--- config.mk ---
export PLATFORM = sky130hd
export DESIGN_NAME = vhp_host_port
export DESIGN_NICKNAME = d
export VERILOG_FILES = /design/src/core/vhp_pkg.sv /design/src/core/vhp_host_port.sv
export VERILOG_INCLUDE_DIRS = /design/src /design/src/core
export SDC_FILE = /design/constraint.sdc
export NUM_CORES = 1
export LEC_CHECK = 0
export BUFFER_PORTS_ARGS = -buffer_cell sky130_fd_sc_hd__buf_2
export CAP_MARGIN = 20
export CORE_MARGIN = 5
export CORE_UTILIZATION = 64
export CTS_BUF_LIST = sky130_fd_sc_hd__clkbuf_16
export CTS_CLUSTER_DIAMETER = 50
export CTS_CLUSTER_SIZE = 8
export DETAILED_ROUTE_END_ITERATION = 7
export PLACE_DENSITY_LB_ADDON = 0.1
export SLEW_MARGIN = 20
export SYNTH_ARGS = -nofsm -noshare
export SYNTH_HDL_FRONTEND = slang
export SYNTH_SLANG_ARGS = --single-unit
--- constraint.sdc ---
create_clock -name clk_i -period 3.6 [get_ports clk_i]
set_input_delay 0.72 -clock clk_i [delete_from_list [all_inputs] [get_ports clk_i]]
set_output_delay 0.72 -clock clk_i [all_outputs]
set_load 0.02 [all_outputs]
--- src/core/vhp_defines.svh ---
`ifndef VHP_DEFINES_SVH
`define VHP_DEFINES_SVH

// ---------------------------------------------------------------------
// Command decode
// ---------------------------------------------------------------------
`define VHP_OP_HI          7
`define VHP_OP_LO          6
`define VHP_ADDR_HI_MSB    5
`define VHP_REGCMD_HI      7
`define VHP_REGCMD_LO      4
`define VHP_REGCMD_CODE    4'h8
`define VHP_REGNUM_MAX     4'hA
`define VHP_CRAM_ADDR_MSB  4
`define VHP_CRAM_DATA_MSB  5
`define VHP_CRAM_DEPTH     32
`define VHP_VRAM_AW        14

// ---------------------------------------------------------------------
// Register numbers
// ---------------------------------------------------------------------
`define VHP_REG_MODE_A     4'h0
`define VHP_REG_MODE_B     4'h1
`define VHP_REG_MAP_BASE   4'h2
`define VHP_REG_FIXED3     4'h3
`define VHP_REG_FIXED4     4'h4
`define VHP_REG_SPR_BASE   4'h5

// ---------------------------------------------------------------------
// Reset values
// ---------------------------------------------------------------------
`define VHP_RST_MODE_A     8'h36
`define VHP_RST_MODE_B     8'hA0
`define VHP_RST_ONES       8'hFF

// ---------------------------------------------------------------------
// Register fields
// ---------------------------------------------------------------------
`define VHP_A_VLOCK        7
`define VHP_A_HLOCK        6
`define VHP_A_LBLANK       5
`define VHP_A_LINE_IE      4
`define VHP_A_SHIFT        3
`define VHP_A_EXTSYNC      0
`define VHP_B_DISP_ON      6
`define VHP_B_VB_IE        5
`define VHP_B_TALL         1
`define VHP_MAP_HI         3
`define VHP_MAP_LO         1
`define VHP_SPR_HI         6
`define VHP_SPR_LO         1

`endif

--- src/core/vhp_pkg.sv ---
package vhp_pkg;
   // Operation field of the second command byte
   typedef enum logic [1:0] {
      VHP_OP_VRAM_RD = 2'b00,
      VHP_OP_VRAM_WR = 2'b01,
      VHP_OP_REG_WR  = 2'b10,
      VHP_OP_CRAM_WR = 2'b11
   } vhp_op_t;

   // Target of data-port traffic after the last command
   typedef enum logic [1:0] {
      VHP_TGT_VRAM_RD = 2'b00,
      VHP_TGT_VRAM_WR = 2'b01,
      VHP_TGT_CRAM    = 2'b10,
      VHP_TGT_NONE    = 2'b11
   } vhp_tgt_t;
endpackage

--- src/core/vhp_host_port.sv ---
`timescale 1ns/10ps
`include "vhp_defines.svh"
// Summary of operation
// second byte bits 7:6 select operation
// host writes command bytes in pairs
// video RAM address from both command bytes
// data port access increments video address
// host reissues command on direction change
// register write: 1000, number, value byte
// register updates on second byte alone
// control registers cannot be read back
// colour address five bits in first byte
// colour value holds 2-bit blue, green, red
// colour writes increment colour address
// colour RAM forms two sixteen-colour banks
// status read returns and clears requests
// mode A bit 7 locks right columns
// mode A bit 6 locks top rows
// mode A bit 5 blanks left column
// mode A bit 3 shifts sprites left
// mode B bit 6 turns display on
// mode B bit 1 selects tall sprites
// two enable bits gate the two interrupts
// host programs the fixed bits correctly
// map base bits 3:1 give address 13:11
// host loads registers three, four all ones
// sprite table base bits 6:1 give 13:8
// command byte phase flag toggles per write
// data accesses queued, serviced in slots
module vhp_host_port
   import vhp_pkg::*;
(
   input  wire logic        clk_i,
   input  wire logic        nrst_i,
   input  wire logic        cmd_wr_i,
   input  wire logic        cmd_rd_i,
   input  wire logic        data_wr_i,
   input  wire logic        data_rd_i,
   input  wire logic [7:0]  host_data_i,
   output logic      [7:0]  host_data_o,
   input  wire logic        vblank_evt_i,
   input  wire logic        line_evt_i,
   input  wire logic        mem_slot_i,
   input  wire logic [7:0]  vram_rdata_i,
   output logic      [13:0] vram_addr_o,
   output logic      [7:0]  vram_wdata_o,
   output logic             vram_we_o,
   output logic             vram_re_o,
   input  wire logic [4:0]  cram_raddr_i,
   output logic      [5:0]  cram_rdata_o,
   output logic             right_columns_vscroll_lock_o,
   output logic             top_rows_hscroll_lock_o,
   output logic             left_column_blanking_o,
   output logic             sprite_shift_o,
   output logic             external_sync_select_o,
   output logic             display_on_o,
   output logic             sprite_tall_select_o,
   output logic      [13:0] screen_map_base_o,
   output logic      [13:0] sprite_table_base_o,
   output logic             irq_n_o
);

   // ---------------------------------------------------------------------
   // Storage
   // ---------------------------------------------------------------------
   logic [7:0]  display_mode_control_a;
   logic [7:0]  display_mode_control_b;
   logic [7:0]  screen_map_base;
   logic [7:0]  fixed_ones_reg_three;
   logic [7:0]  fixed_ones_reg_four;
   logic [7:0]  sprite_table_base;
   logic        second_phase;
   logic [7:0]  first_byte;
   logic [13:0] vram_addr;
   logic [4:0]  cram_addr;
   vhp_tgt_t    target;
   logic        wr_pend;
   logic        rd_pend;
   logic [7:0]  wr_byte;
   logic [7:0]  rd_buf;
   logic        vblank_req;
   logic        line_req;
   logic [5:0]  cram_mem [`VHP_CRAM_DEPTH];

   // ---------------------------------------------------------------------
   // Command decode
   // ---------------------------------------------------------------------
   wire         pair_done  = cmd_wr_i & second_phase;
   wire vhp_op_t op        = vhp_op_t'(host_data_i[`VHP_OP_HI:`VHP_OP_LO]);
   wire [3:0]   reg_num    = host_data_i[3:0];
   wire         reg_ok     = (host_data_i[`VHP_REGCMD_HI:`VHP_REGCMD_LO] == `VHP_REGCMD_CODE)
                             && (reg_num <= `VHP_REGNUM_MAX);
   wire         do_reg_wr  = pair_done && (op == VHP_OP_REG_WR) && reg_ok;
   wire         do_vram    = pair_done && !op[1];
   wire         do_cram    = pair_done && (op == VHP_OP_CRAM_WR);
   wire [13:0]  cmd_vaddr  = {host_data_i[`VHP_ADDR_HI_MSB:0], first_byte};
   wire         cram_wr    = data_wr_i && (target == VHP_TGT_CRAM);
   wire         vram_wr_in = data_wr_i && (target == VHP_TGT_VRAM_WR);
   wire         vram_rd_in = data_rd_i && (target == VHP_TGT_VRAM_RD);
   // A slot serves a queued write, or refills the read buffer
   wire         slot_wr    = mem_slot_i && wr_pend;
   wire         slot_rd    = mem_slot_i && !wr_pend && rd_pend;
   wire         status_rd  = cmd_rd_i;
   wire         next_vb    = vblank_evt_i | (vblank_req & ~status_rd);
   wire         next_line  = line_evt_i | (line_req & ~status_rd);
   // Interrupt enabled per pattern: line needs A bit 4, vblank needs B bit 5
   wire         irq_act    = (line_req & display_mode_control_a[`VHP_A_LINE_IE])
                           | (vblank_req & display_mode_control_b[`VHP_B_VB_IE]);

   // ---------------------------------------------------------------------
   // Command byte phase
   // ---------------------------------------------------------------------
   // A status read does not break the pair; host guards that itself
   always_ff @(posedge clk_i) begin
      if (!nrst_i) begin
         second_phase <= 1'b0;
         first_byte   <= 8'h00;
      end else if (cmd_wr_i) begin
         second_phase <= ~second_phase;
         if (!second_phase) begin
            first_byte <= host_data_i;
         end
      end
   end

   // ---------------------------------------------------------------------
   // Control registers, write only
   // ---------------------------------------------------------------------
   // Nothing below feeds host_data_o, so they never read back
   always_ff @(posedge clk_i) begin
      if (!nrst_i) begin
         display_mode_control_a <= `VHP_RST_MODE_A;
         display_mode_control_b <= `VHP_RST_MODE_B;
         screen_map_base        <= `VHP_RST_ONES;
         fixed_ones_reg_three   <= `VHP_RST_ONES;
         fixed_ones_reg_four    <= `VHP_RST_ONES;
         sprite_table_base      <= `VHP_RST_ONES;
      end else if (do_reg_wr) begin
         case (reg_num)
            `VHP_REG_MODE_A:   display_mode_control_a <= first_byte;
            `VHP_REG_MODE_B:   display_mode_control_b <= first_byte;
            `VHP_REG_MAP_BASE: screen_map_base        <= first_byte;
            `VHP_REG_FIXED3:   fixed_ones_reg_three   <= first_byte;
            `VHP_REG_FIXED4:   fixed_ones_reg_four    <= first_byte;
            `VHP_REG_SPR_BASE: sprite_table_base      <= first_byte;
            default:           ;
         endcase
      end
   end

   // ---------------------------------------------------------------------
   // Data port target and addresses
   // ---------------------------------------------------------------------
   // Read prefetch starts at the new address right after the command
   always_ff @(posedge clk_i) begin
      if (!nrst_i) begin
         target    <= VHP_TGT_NONE;
         vram_addr <= 14'h0000;
         cram_addr <= 5'h00;
         rd_pend   <= 1'b0;
      end else if (do_vram) begin
         target    <= (op == VHP_OP_VRAM_WR) ? VHP_TGT_VRAM_WR : VHP_TGT_VRAM_RD;
         vram_addr <= cmd_vaddr;
         rd_pend   <= (op == VHP_OP_VRAM_RD);
      end else if (do_cram) begin
         target    <= VHP_TGT_CRAM;
         cram_addr <= first_byte[`VHP_CRAM_ADDR_MSB:0];
      end else begin
         if (cram_wr) begin
            cram_addr <= cram_addr + 5'h01;
         end
         if (slot_wr || slot_rd) begin
            vram_addr <= vram_addr + 14'h0001;
         end
         if (vram_rd_in) begin
            rd_pend <= 1'b1;
         end else if (slot_rd) begin
            rd_pend <= 1'b0;
         end
      end
   end

   // ---------------------------------------------------------------------
   // Write queue and read buffer
   // ---------------------------------------------------------------------
   // One-deep queue: host spacing guarantees a slot between accesses
   always_ff @(posedge clk_i) begin
      if (!nrst_i) begin
         wr_pend <= 1'b0;
         wr_byte <= 8'h00;
         rd_buf  <= 8'h00;
      end else begin
         if (vram_wr_in) begin
            wr_pend <= 1'b1;
            wr_byte <= host_data_i;
         end else if (slot_wr || do_vram || do_cram) begin
            wr_pend <= 1'b0;
         end
         // Read data follows the registered address, so take it with the read strobe
         if (vram_re_o) begin
            rd_buf <= vram_rdata_i;
         end
      end
   end

   // Memory request outputs, registered; address is the pending one
   always_ff @(posedge clk_i) begin
      if (!nrst_i) begin
         vram_addr_o  <= 14'h0000;
         vram_wdata_o <= 8'h00;
         vram_we_o    <= 1'b0;
         vram_re_o    <= 1'b0;
      end else begin
         vram_addr_o  <= vram_addr;
         vram_wdata_o <= wr_byte;
         vram_we_o    <= slot_wr && !do_vram;
         vram_re_o    <= slot_rd && !do_vram;
      end
   end

   // ---------------------------------------------------------------------
   // Colour RAM
   // ---------------------------------------------------------------------
   // Bank is address bit 4; the renderer picks it from its colour code
   always_ff @(posedge clk_i) begin
      if (cram_wr) begin
         cram_mem[cram_addr] <= host_data_i[`VHP_CRAM_DATA_MSB:0]; // see R10
      end
   end

   always_ff @(posedge clk_i) begin
      if (!nrst_i) begin
         cram_rdata_o <= 6'h00;
      end else begin
         cram_rdata_o <= cram_mem[cram_raddr_i];
      end
   end

   // ---------------------------------------------------------------------
   // Interrupt requests and host read data
   // ---------------------------------------------------------------------
   // New event in the clearing cycle survives the clear
   always_ff @(posedge clk_i) begin
      if (!nrst_i) begin
         vblank_req  <= 1'b0;
         line_req    <= 1'b0;
         irq_n_o     <= 1'b1;
         host_data_o <= 8'h00;
      end else begin
         vblank_req <= next_vb;
         line_req   <= next_line;
         irq_n_o    <= ~irq_act;
         if (status_rd) begin
            host_data_o <= {vblank_req, line_req, 6'h00};
         end else if (data_rd_i) begin
            host_data_o <= rd_buf;
         end
      end
   end

   // ---------------------------------------------------------------------
   // Display settings to the renderer
   // ---------------------------------------------------------------------
   always_ff @(posedge clk_i) begin
      if (!nrst_i) begin
         right_columns_vscroll_lock_o <= 1'b0;
         top_rows_hscroll_lock_o      <= 1'b0;
         left_column_blanking_o       <= 1'b0;
         sprite_shift_o               <= 1'b0;
         external_sync_select_o       <= 1'b0;
         display_on_o                 <= 1'b0;
         sprite_tall_select_o         <= 1'b0;
         screen_map_base_o            <= 14'h0000;
         sprite_table_base_o          <= 14'h0000;
      end else begin
         right_columns_vscroll_lock_o <= display_mode_control_a[`VHP_A_VLOCK];
         top_rows_hscroll_lock_o      <= display_mode_control_a[`VHP_A_HLOCK];
         left_column_blanking_o       <= display_mode_control_a[`VHP_A_LBLANK];
         sprite_shift_o               <= display_mode_control_a[`VHP_A_SHIFT];
         // Fixed bits are passed on as written; host keeps them right
         external_sync_select_o       <= display_mode_control_a[`VHP_A_EXTSYNC];
         display_on_o                 <= display_mode_control_b[`VHP_B_DISP_ON];
         sprite_tall_select_o         <= display_mode_control_b[`VHP_B_TALL];
         screen_map_base_o   <= {screen_map_base[`VHP_MAP_HI:`VHP_MAP_LO], 11'h000};
         sprite_table_base_o <= {sprite_table_base[`VHP_SPR_HI:`VHP_SPR_LO], 8'h00};
      end
   end
endmodule // vhp_host_port

# Word-level counts from Yosys, hierarchy flattened
# Memory sizes are Yosys's and may differ from the RTL's. A register that Yosys moved wholly into a read port is not among the register bits.
# Index checks and enable logic that the tools add are counted.
[word_totals] elab_cells=116 reg_bits=144 n_memories=1 ram_bits=192 output_inout_bits=74
[op_classes] bitwise=13 n_reduce_logical=38 n_mux=18 n_lt_le_gt_ge=1 eq_ne=10 n_addsub=2
[mem_list] name="cram_mem" depth=32 word_bits=6 rd=1 rd_clocked_by_memory_dff=1 wr=1 line_no="vhp_host_port.sv:83" rtl="logic [5:0] cram_mem [`VHP_CRAM_DEPTH];"
[op_table] op="14-bit 2-to-1 mux" count=3
[op_table] op="8-bit 2-to-1 mux" count=2
[op_table] op="2-bit AND reduction" count=8
[op_table] op="14-bit by 1-bit adder with 14-bit output, second input constant" count=1
[op_table] op="1-bit logical AND" count=13
[op_table] op="5-bit 2-to-1 mux" count=2
[op_table] op="2-bit nonzero test" count=5
[op_table] op="1-bit 2-to-1 mux" count=9
[op_table] op="2-bit == test, second input constant" count=3
[op_table] op="5-bit by 1-bit adder with 5-bit output, second input constant" count=1
[op_table] op="1-bit AND" count=5
[op_table] op="1-bit NOT" count=5
[op_table] op="2-bit by 1-bit == test with 1-bit output, second input constant" count=2
[op_table] op="4-bit by 1-bit == test with 1-bit output, second input constant" count=1
[op_table] op="4-bit by 2-bit == test with 1-bit output, second input constant" count=1
[op_table] op="4-bit by 3-bit == test with 1-bit output, second input constant" count=1
[op_table] op="4-bit == test, second input constant" count=1
[op_table] op="4-bit <= comparator, second input constant" count=1
[op_table] op="1-bit logical NOT" count=4
[op_table] op="2-bit logical NOT" count=2
[op_table] op="4-bit logical NOT" count=1
[op_table] op="2-bit 2-to-1 mux" count=2
[op_table] op="1-bit logical OR" count=3
[op_table] op="1-bit OR" count=3
[op_table] op="other kinds (3)" count=3

# Depth between registers and ports, before layout
# Gate-level depths: netlist of the first run.
[logic_depth] ltp_word=7 depth_mapped=7 ltp_nobuf=5

# Least setup slack after synthesis of the first run
# Ideal clock, no wire load.
[synth_path] kind="in2reg" from="input port cram_raddr_i[1]" to="register cram_rdata_o[0] (read register of cram_mem)" setup_time_ps=135 path_stages=5 path_slack_ps=1441 arrival_ps=2024 required_time_ps=3465 cell_sequence="buf_2 -> mux4_2 -> mux2_2 -> a211oi_1 -> nor4_1"
[synth_rtl] item="from (decl)" line_no="vhp_host_port.sv:49" rtl="input wire logic [4:0] cram_raddr_i,"
[synth_rtl] item="to (decl)" line_no="vhp_host_port.sv:50" rtl="output logic [5:0] cram_rdata_o,"

==> flow_summary.toml, run 1 <==
[placed_design]
globalplace.congestion = 0.877
placed_area_sq_mm = 0.0128
portBuffers = 84
dp_cells = 1140
dpl.hpwl_microns = 17000

[status]
outcome = "complete, no violations"

[critical_path]
path_buf_inv = 1
timing.rr.end = "cram_mem[23][2]"
cp.required_ps = 3970
critPathMaxStageDelay_ps = 610
slowest_stage = "a2111oi_0"
crit_type = "in2reg"
cp-endpoint = "cram_rdata_o[0]"
worstSetupStartpoint = "cram_raddr_i[0]"
arrival_ps = 2760
endpoint_kind = "flip-flop"
cpLargestDelayFamily = "compound AO/OA/AOI/OAI gates"
r2r-start = "cram_addr[0]"
rrSetupSlack_ps = 1540
r2r_cells = 3
worstSetupStartpointType = "input port"
path_cells = "buf_2 > mux4_2 > nor2b_1 > a2111oi_0 > nor4_1"
path_depth = 5
cp_max_fo = 26

[cts]
clockRootBuffer = "clkbuf_16"
clk_latency_ps = 520
cts_buffers = 45
cts.repair.resized = 0
h-tree-depth = 2
cts_tree = "done"
hold_buffers = 0
cts_buffer_depth = 3
cts_setup_buffers = 0
clk_pin_slew_ps = 50
clock_sinks = 315

[sta]
tightest_slew_ps = 929
fin_tns_setup_ps = 0
post-route-period-util_pct = 66.3
finalCriticalPeriod_ps = 2390
skew_ps = 12.0
slew-limit-headroom_pct = 38.0
clock.fmax_mhz = 419
rsz0062_at_grt = "no"
setup_viol = 0
holdWs_ps = 414
hold_violations = 0
slew_violations = 0

[synthesis]
synth_top_area_share_pct = 47.0
synth-seq-area-share_pct = 67.1
syn-cell-area_sq_mm = 0.0123
synth_edf_count = 192
synthTopCellsByCount = "edfxtp_1, dfxtp_1, nor2_1, nand2_1, mux4_2"
yosysTopAreaCell = "edfxtp_1"
async_flop_share_pct = 0
syn_area_per_cell_sq_um = 14.2
synth_most_common_cell = "edfxtp_1"
ys_seq_elements = 315
synth_flop_cell = "edfxtp_1"
yosysWarnings = 0
ys_types = 57
netlist_top_cells_area = "edfxtp_1, dfxtp_1, mux4_2, mux2i_1, and2_1"
netlist_instances = 864

[finish]
layout.nets = 988
syn_to_final_growth_pct = 14.4
drive_above_1_share_pct = 21.2
n_antenna_cell = 0
final_cells = 1207
fillers = 1158
stdcell_area_sq_mm = 0.0140

[power]
clkPwrFrac_pct = 46.3
seq_power_share_pct = 49.0
swShare_pct = 21.0
p_sw_mw = 1.67
power_mw = 7.97
vdd_drop_max_mv = 0.389
p_leak_nw = 5.17
combPwrFrac_pct = 4.7
p_int_mw = 6.30
powerDensity_mw_per_mm2 = 568

[floorplanning]
initial_utilization_pct = 65.4
fp-row-count = 50
die_area_sq_mm = 0.0220
core-area_sq_mm = 0.0188
io_pins = 104
dieWidth_microns = 148
die_y_microns = 148

[worst_hold_path]
hold_class = "in2reg"
min_from = "line_evt_i"

[global_route]
grt_overflow = 0
grt_antenna_before_repair = 0
grt_pass1_vias = 7628
grt_max_degree = 54
groute.usage.overall_pct = 25.3
grt_first_pass_wirelength_microns = 42800

[routing]
drc = 0
vias_per_cell = 6.13
ant_nets = 0
post_drt_wl_per_cell_microns = 22.6
wirelength_microns = 27300
num_vias = 7402
firstDrtPassIters = 6
drt_iter0_drc = 684

[flow_run]
drv_cap = 0
worst min-delay path by stage:
stage	slack (ps)	cells after the start	end
floorplan	430	1	display_on_o
global placement	440	1	vram_wdata_o[5]
detailed placement	440	1	vram_wdata_o[0]
CTS	400	3	vblank_req
global route	420	3	line_req
finish	410	3	line_req
registers in the layout, indices dropped and copies added, names as in the netlist, 3 cells and up:
register and cells:
vram_wdata_o 8, screen_map_base 3, cram_rdata_o 6, host_data_o 8
display_mode_control_a 6, sprite_table_base 6, screen_map_base_o 3, wr_byte 8
sprite_table_base_o 6, vram_addr_o 14, rd_buf 8, cram_addr 5
display_mode_control_b 3, cram_mem 192, vram_addr 14, first_byte 8
cell families (layout without fill, tap and decap cells):
family / Yosys count / after routing / synth area share (%)
AOI/OAI and AO/OA: 98 / 98 / 5.04
adders and majority gates: 5 / 5 / 0.510
buffers and inverters: 77 / 168 / 3.21
DFF: 315 / 315 / 67.1
muxes: 99 / 99 / 13.0
other: 1 / 19 / 0.0306
and+or+nand+nor: 269 / 269 / 11.1
layout by cell type (no fill, tap or decap), types with 4 or more instances in the layout:
| master | n |
|---|---|
| a31oi_1 | 11 |
| conb_1 | 19 |
| a21oi_1 | 29 |
| nor3_1 | 7 |
| buf_4 | 10 |
| mux2i_1 | 44 |
| buf_2 | 84 |
| a211oi_1 | 5 |
| mux4_2 | 48 |
| o21ai_0 | 21 |
| edfxtp_1 | 192 |
| nand3_1 | 19 |
| inv_1 | 22 |
| o221ai_1 | 4 |
| nor4_1 | 7 |
| clkbuf_16 | 47 |
| nand3b_1 | 8 |
| o21a_1 | 4 |
| a22oi_1 | 8 |
| and2_1 | 47 |
| dfxtp_1 | 123 |
| nor2b_1 | 10 |
| and3_1 | 6 |
| nor2_1 | 78 |
| mux2_2 | 7 |
| nand4_1 | 7 |
| or3_1 | 6 |
| ha_1 | 5 |
| nand2_1 | 56 |
worst register-to-register path: stages (launching register included):
cell and delay [ps]:
dfxtp_1 420, ha_1 280, nand2_1 330, nor2_1 650
layer usage:
layer	wire [microns]	GRT usage (%)	up-vias
li1	-	-	3359
met5	0	0	-
met4	748	9.42	0
met1	11000	33.7	3633
met3	1700	3.78	63
met2	13900	42.7	347
power groups by stage:
stage               sequential (mW)  combinational, mW  clock [mW]
global route                   3.90              0.408        3.92
global placement               3.97              0.361           0
finish                         3.90              0.376        3.69
CTS                            3.90              0.376        3.73
floorplan                      3.98              0.234           0
detailed placement             3.97              0.373           0
area by class of cell:
class / instances / area [sq um] / share of cell area [%]
Clock buffer: 47 / 1180 / 8.38
Clock inverter: 20 / 81.3 / 0.580
Tap cell: 234 / 293 / 2.09
Inverter: 6 / 22.5 / 0.161
Multi-Input combinational cell: 490 / 3710 / 26.5
Sequential cell: 315 / 8230 / 58.7
Timing Repair Buffer: 95 / 515 / 3.67
metrics by stage:
stage,utilization [%],setup WS [ps]
finish,74.7,1210
global route,74.7,1140
CTS,74.7,1230
detailed placement,68.0,662
global placement,68.0,842
floorplan,-,1440
(Power assumes the default switching activity.)
==> run 2: changes to the inputs <==
Settings changed: ABC_AREA set to 1, CORE_UTILIZATION 64 to 59.
Clock period 3.6 ns to 2.2 ns, I/O delays scaled along.
==> run 2 against run 1 <==
  * Utilization is 4.4 points lower
  * Clock skew grew 1.3 ps
  * Non-clock buffer count grew 50
  * Critical path depth up 1
  * Sequential share of layout area decreased by 3.2 points
  * Sequential power grew 64%
  * Critical endpoint is now cram_mem[7][3]
  * Design area grew 5.7%
==> flow_summary.toml, run 2 <==
[synthesis]
netlist_top_cells_area = "edfxtp_1, dfxtp_1, nand2_1, nand3_1, nor2_1"
synth_most_common_cell = "nand2_1"
ys_types = 39
yosysWarnings = 0
synth-seq-area-share_pct = 64.9
synthTopCellsByCount = "nand2_1, edfxtp_1, nand3_1, dfxtp_1, nor2_1"
syn-cell-area_sq_mm = 0.0127
yosysTopAreaCell = "edfxtp_1"
ys_seq_elements = 315
syn_area_per_cell_sq_um = 9.79
synth_flop_cell = "edfxtp_1"
synth_edf_count = 192
netlist_instances = 1296
async_flop_share_pct = 0
synth_top_area_share_pct = 45.5

[critical_path]
arrival_ps = 2000
r2r-start = "target[0]"
timing.rr.end = "cram_mem[7][3]"
cp_max_fo = 8
cp.required_ps = 2430
path_common_cell = "inv_1"
endpoint_kind = "flip-flop"
worstSetupStartpointType = "flip-flop"
slowest_stage = "dfxtp_1"
rrSetupSlack_ps = 430
path_cells = "inv_1 > nand3_1 > inv_1 > nand2_1 > nor2_1 > buf_4"
critPathMaxStageDelay_ps = 330
r2r_cells = 6
crit_type = "reg2reg"

[sta]
timing.final.ws_setup_ps = 433
fin_tns_setup_ps = 0
slew-limit-headroom_pct = 64.1
setup_viol = 0
hold_violations = 0
post-route-period-util_pct = 80.3
tightest_slew_ps = 537
slew_violations = 0
skew_ps = 13.3
clock.fmax_mhz = 566
rsz0062_at_grt = "no"
finalCriticalPeriod_ps = 1770

[floorplanning]
core-area_sq_mm = 0.0211
fp-row-count = 53
dieWidth_microns = 157
initial_utilization_pct = 60.1
die_y_microns = 157
io_pins = 104
die_area_sq_mm = 0.0245

[cts]
clockRootBuffer = "clkbuf_16"
h-tree-depth = 2
cts_setup_buffers = 0
clock_sinks = 315
clk_pin_slew_ps = 50
cts.repair.resized = 0
cts_buffers = 45
clk_latency_ps = 530
hold_buffers = 0
cts_buffer_depth = 3
cts_tree = "done"

[placed_design]
portBuffers = 84
dpl.hpwl_microns = 19200
globalplace.congestion = 0.858
dpl_worst_slack_ps = 244

[power]
vdd_drop_max_mv = 0.592
p_leak_nw = 6.35
powerDensity_mw_per_mm2 = 887

[global_route]
grt_overflow = 0
groute.usage.overall_pct = 24.7
grt_antenna_before_repair = 0
grt_pass1_vias = 9191
grt_max_degree = 97
grt_first_pass_wirelength_microns = 47400

[routing]
post_drt_wl_per_cell_microns = 17.3
vias_per_cell = 5.39
wirelength_microns = 29900
drt_iter0_drc = 683
firstDrtPassIters = 5
ant_nets = 0
drc = 0
num_vias = 9294

[finish]
reg_top3 = "cram_mem: 192 flops, vram_addr: 14 flops, vram_addr_o: 14 flops"
layout.nets = 1464
layout_commonest_cell = "nand2_1"
drive_above_1_share_pct = 14.9
largest_register_ffs = 192
final_core_util_pct = 70.3
syn_to_final_growth_pct = 17.0
n_antenna_cell = 0
final_cell_mix = "nand2_1, edfxtp_1, nand3_1"
regMostFlops = "cram_mem"

[worst_hold_path]
min_to = "line_req"
min_from = "line_evt_i"
hold_class = "in2reg"
hold_depth = 3

[flow_run]
drv_cap = 0

[status]
outcome = "complete, no violations"
## run 2: cell types whose count changed in the layout (fill, tap and decap cells not counted), moves of 32 or more
| cell | before | now |
|---|---|---|
| inv_1 | 22 | 100 |
| mux2i_1 | 44 | 0 |
| nand2_1 | 56 | 376 |
| mux4_2 | 48 | 0 |
| nor2_1 | 78 | 110 |
| buf_4 | 10 | 56 |
| and2_1 | 47 | 0 |
| nand3_1 | 19 | 166 |
## run 2: layer usage
metal	vias to the layer above	routed length (microns)	GRT usage, %	part of all wire, %
met4	0	1150	9.75	3.8
met5	-	0	0	0
met3	72	2290	5.09	7.7
met2	358	14600	41.6	49
li1	4556	-	-	-
met1	4308	11800	31.5	39
## run 2: per-stage QoR
stage	power [mW]	instance area, sq um	cells	hold WS [ps]
floorplan	7.02	12800	1314	404
global placement	7.30	13600	1657	419
finish	13.2	14800	1725	132
detailed placement	7.30	13600	1657	414
global route	13.6	14800	1725	132
CTS	13.3	14800	1725	108
## run 2: layout make-up
cell class	count	area (sq um)
tap	275	344
timing repair buffer	145	941
fill	1601	6250
inverter	91	345
clock buffer	45	1130
multi-input combinational	831	3730
clock inverter	23	118
sequential	315	8230
## run 2: cells by family after synthesis
family,count (synthesis),synth area share (%)
AND/OR/NAND/NOR,678,22.4
flip-flops,315,64.9
buffers and inverters,168,6.23
AO/OA/AOI/OAI,124,5.60
XOR/XNOR,5,0.345
adder cells (fa/ha/maj),5,0.493
other,1,0.0296
## run 2: worst max path at each step
stage	start	end	depth (start not counted)
final	target[0]	cram_mem[7][3]	6
after global routing	target[0]	cram_mem[14][3]	6
after CTS	target[0]	cram_mem[7][3]	6
after detailed placement	data_wr_i	cram_mem[7][5]	6
after global placement	data_wr_i	cram_mem[6][3]	6
after floorplan	data_wr_i	cram_mem[11][0]	4
## run 2: worst max-delay path, delay by kind of cell, from the launching register on
kind,cells,cell delay (ps)
buf+inv,3,410
simple gates,3,740
flops,1,330
## run 2: where the power goes
| group | switching, mW | internal [mW] | leakage [nW] | total [mW] |
|---|---|---|---|---|
| registers | 0.0483 | 6.34 | 2.73 | 6.39 |
| clock network | 2.32 | 3.64 | 0.674 | 5.96 |
| logic | 0.585 | 0.226 | 2.95 | 0.811 |
==> run 3: changes to the inputs <==
Clock period 2.2 ns to 1.8 ns, I/O delays scaled along.
==> run 3 against run 2 <==
  * Sequential share of layout area shrank 0.51 points
  * Register-to-register slack worse by 250 ps
  * Die area is the same
  * First-iteration DRC count up 27%
  * Design area rose by 0.93%
  * Wire length shrank 1.3%
  * Sequential power grew 22%
  * Sequential cell count unchanged
  * Combinational power up 25%
  * Clock-buffer cell count unchanged
  * Maximum frequency increased by 9.2%
  * Largest power group unchanged
==> flow_summary.toml, run 3 (synthesis gave the netlist of run 2 again) <==
[status]
outcome = "complete, no violations"

[cts]
clock_sinks = 315
clk_latency_ps = 530
clockRootBuffer = "clkbuf_16"
cts_setup_buffers = 0
cts_buffers = 45
hold_buffers = 0
clk_pin_slew_ps = 50
cts_tree = "done"
h-tree-depth = 2
cts_buffer_depth = 3
cts.repair.resized = 0

[critical_path]
arrival_ps = 1850
timing.rr.end = "cram_mem[12][1]"
crit_type = "reg2reg"
r2r_cells = 7
cp_max_fo = 6
endpoint_kind = "flip-flop"
cp.required_ps = 2030
worstSetupStartpointType = "flip-flop"
r2r-start = "target[0]"
rrSetupSlack_ps = 180

[finish]
final_cell_mix = "nand2_1, edfxtp_1, nand3_1"
n_antenna_cell = 0
drive_above_1_share_pct = 15.8
largest_register_ffs = 192
syn_to_final_growth_pct = 18.0
layout_commonest_cell = "nand2_1"
final_core_util_pct = 71.0
layout.nets = 1478
regMostFlops = "cram_mem"
reg_top3 = "cram_mem: 192 flops, vram_addr: 14 flops, vram_addr_o: 14 flops"

[sta]
timing.final.ws_setup_ps = 181
hold_violations = 0
clock.fmax_mhz = 618
post-route-period-util_pct = 89.9
tightest_slew_ps = 503
slew_violations = 0
skew_ps = 14.2
slew-limit-headroom_pct = 66.3
rsz0062_at_grt = "no"
fin_tns_setup_ps = 0
finalCriticalPeriod_ps = 1620
setup_viol = 0

[global_route]
grt_overflow = 0
grt_antenna_before_repair = 0
grt_first_pass_wirelength_microns = 47600
grt_pass1_vias = 9343
grt_max_degree = 61
groute.usage.overall_pct = 24.6

[floorplanning]
die_y_microns = 157
fp-row-count = 53
initial_utilization_pct = 60.1
io_pins = 104
core-area_sq_mm = 0.0211
dieWidth_microns = 157
die_area_sq_mm = 0.0245

[routing]
drc = 0
firstDrtPassIters = 5
vias_per_cell = 5.38
drt_iter0_drc = 870
post_drt_wl_per_cell_microns = 17.0
wirelength_microns = 29500
ant_nets = 0
num_vias = 9353

[power]
powerDensity_mw_per_mm2 = 1080
vdd_drop_max_mv = 0.787
p_leak_nw = 6.42

[worst_hold_path]
min_from = "line_evt_i"
min_to = "line_req"
hold_depth = 3
hold_class = "in2reg"

[placed_design]
dpl_worst_slack_ps = 126
portBuffers = 84
dpl.hpwl_microns = 19500
globalplace.congestion = 0.893

[flow_run]
drv_cap = 0
run 3: cell types whose count changed in the layout (fill, tap and decap cells not counted), sizes merged:
cell	change
buf	+14
clkinv	-2
inv	+1
clkinvlp	+1
run 3: area by class of cell:
| cell class | instances | area (sq um) |
|---|---|---|
| Clock inverter | 23 | 120 |
| Multi-Input combinational cell | 831 | 3740 |
| Fill cell | 1632 | 6120 |
| Sequential cell | 315 | 8230 |
| Tap cell | 275 | 344 |
| Inverter | 91 | 345 |
| Clock buffer | 45 | 1130 |
| Timing Repair Buffer | 159 | 1070 |
run 3: worst max-delay path, cell delays in order (launching register included):
cell,delay [ps]
dfxtp_1,340
inv_1,60
nand3_1,160
inv_1,160
nand2_1,150
buf_4,190
nor2_1,90
buf_4,170
run 3: worst max-delay path by stage:
| stage | slack, ps | end | start |
|---|---|---|---|
| 3_5_place_dp | 130 | cram_mem[12][3] | data_wr_i |
| 4_1_cts | 190 | vram_addr[12] | vram_addr[0] |
| 5_1_grt | 50 | cram_mem[24][5] | target[0] |
| 6_report | 180 | cram_mem[12][1] | target[0] |
| 2_1_floorplan | 380 | cram_mem[11][0] | data_wr_i |
| 3_3_place_gp | 100 | cram_mem[28][5] | data_wr_i |
run 3: per-layer routing:
| metal | routed length, microns | vias up | global-route usage, % |
|---|---|---|---|
| met3 | 2090 | 76 | 4.70 |
| met5 | 0 | - | 0 |
| met2 | 14400 | 380 | 41.7 |
| met1 | 12000 | 4302 | 31.3 |
| met4 | 1010 | 0 | 10.2 |
| li1 | - | 4595 | - |
run 3: metrics by stage:
step / power, mW / instance area (sq um) / instances / hold slack, ps
finish: 16.1 / 15000 / 1739 / 45.6
global route: 16.7 / 15000 / 1739 / 37.0
CTS: 16.2 / 15000 / 1739 / 22.2
detailed placement: 8.95 / 13700 / 1671 / 427
global placement: 8.95 / 13700 / 1671 / 416
floorplan: 8.57 / 12800 / 1314 / 404
run 3: power breakdown:
part / switching, mW / internal (mW) / leakage (nW)
registers: 0.0586 / 7.75 / 2.73
logic: 0.714 / 0.298 / 3.02
clock network: 2.83 / 4.44 / 0.674
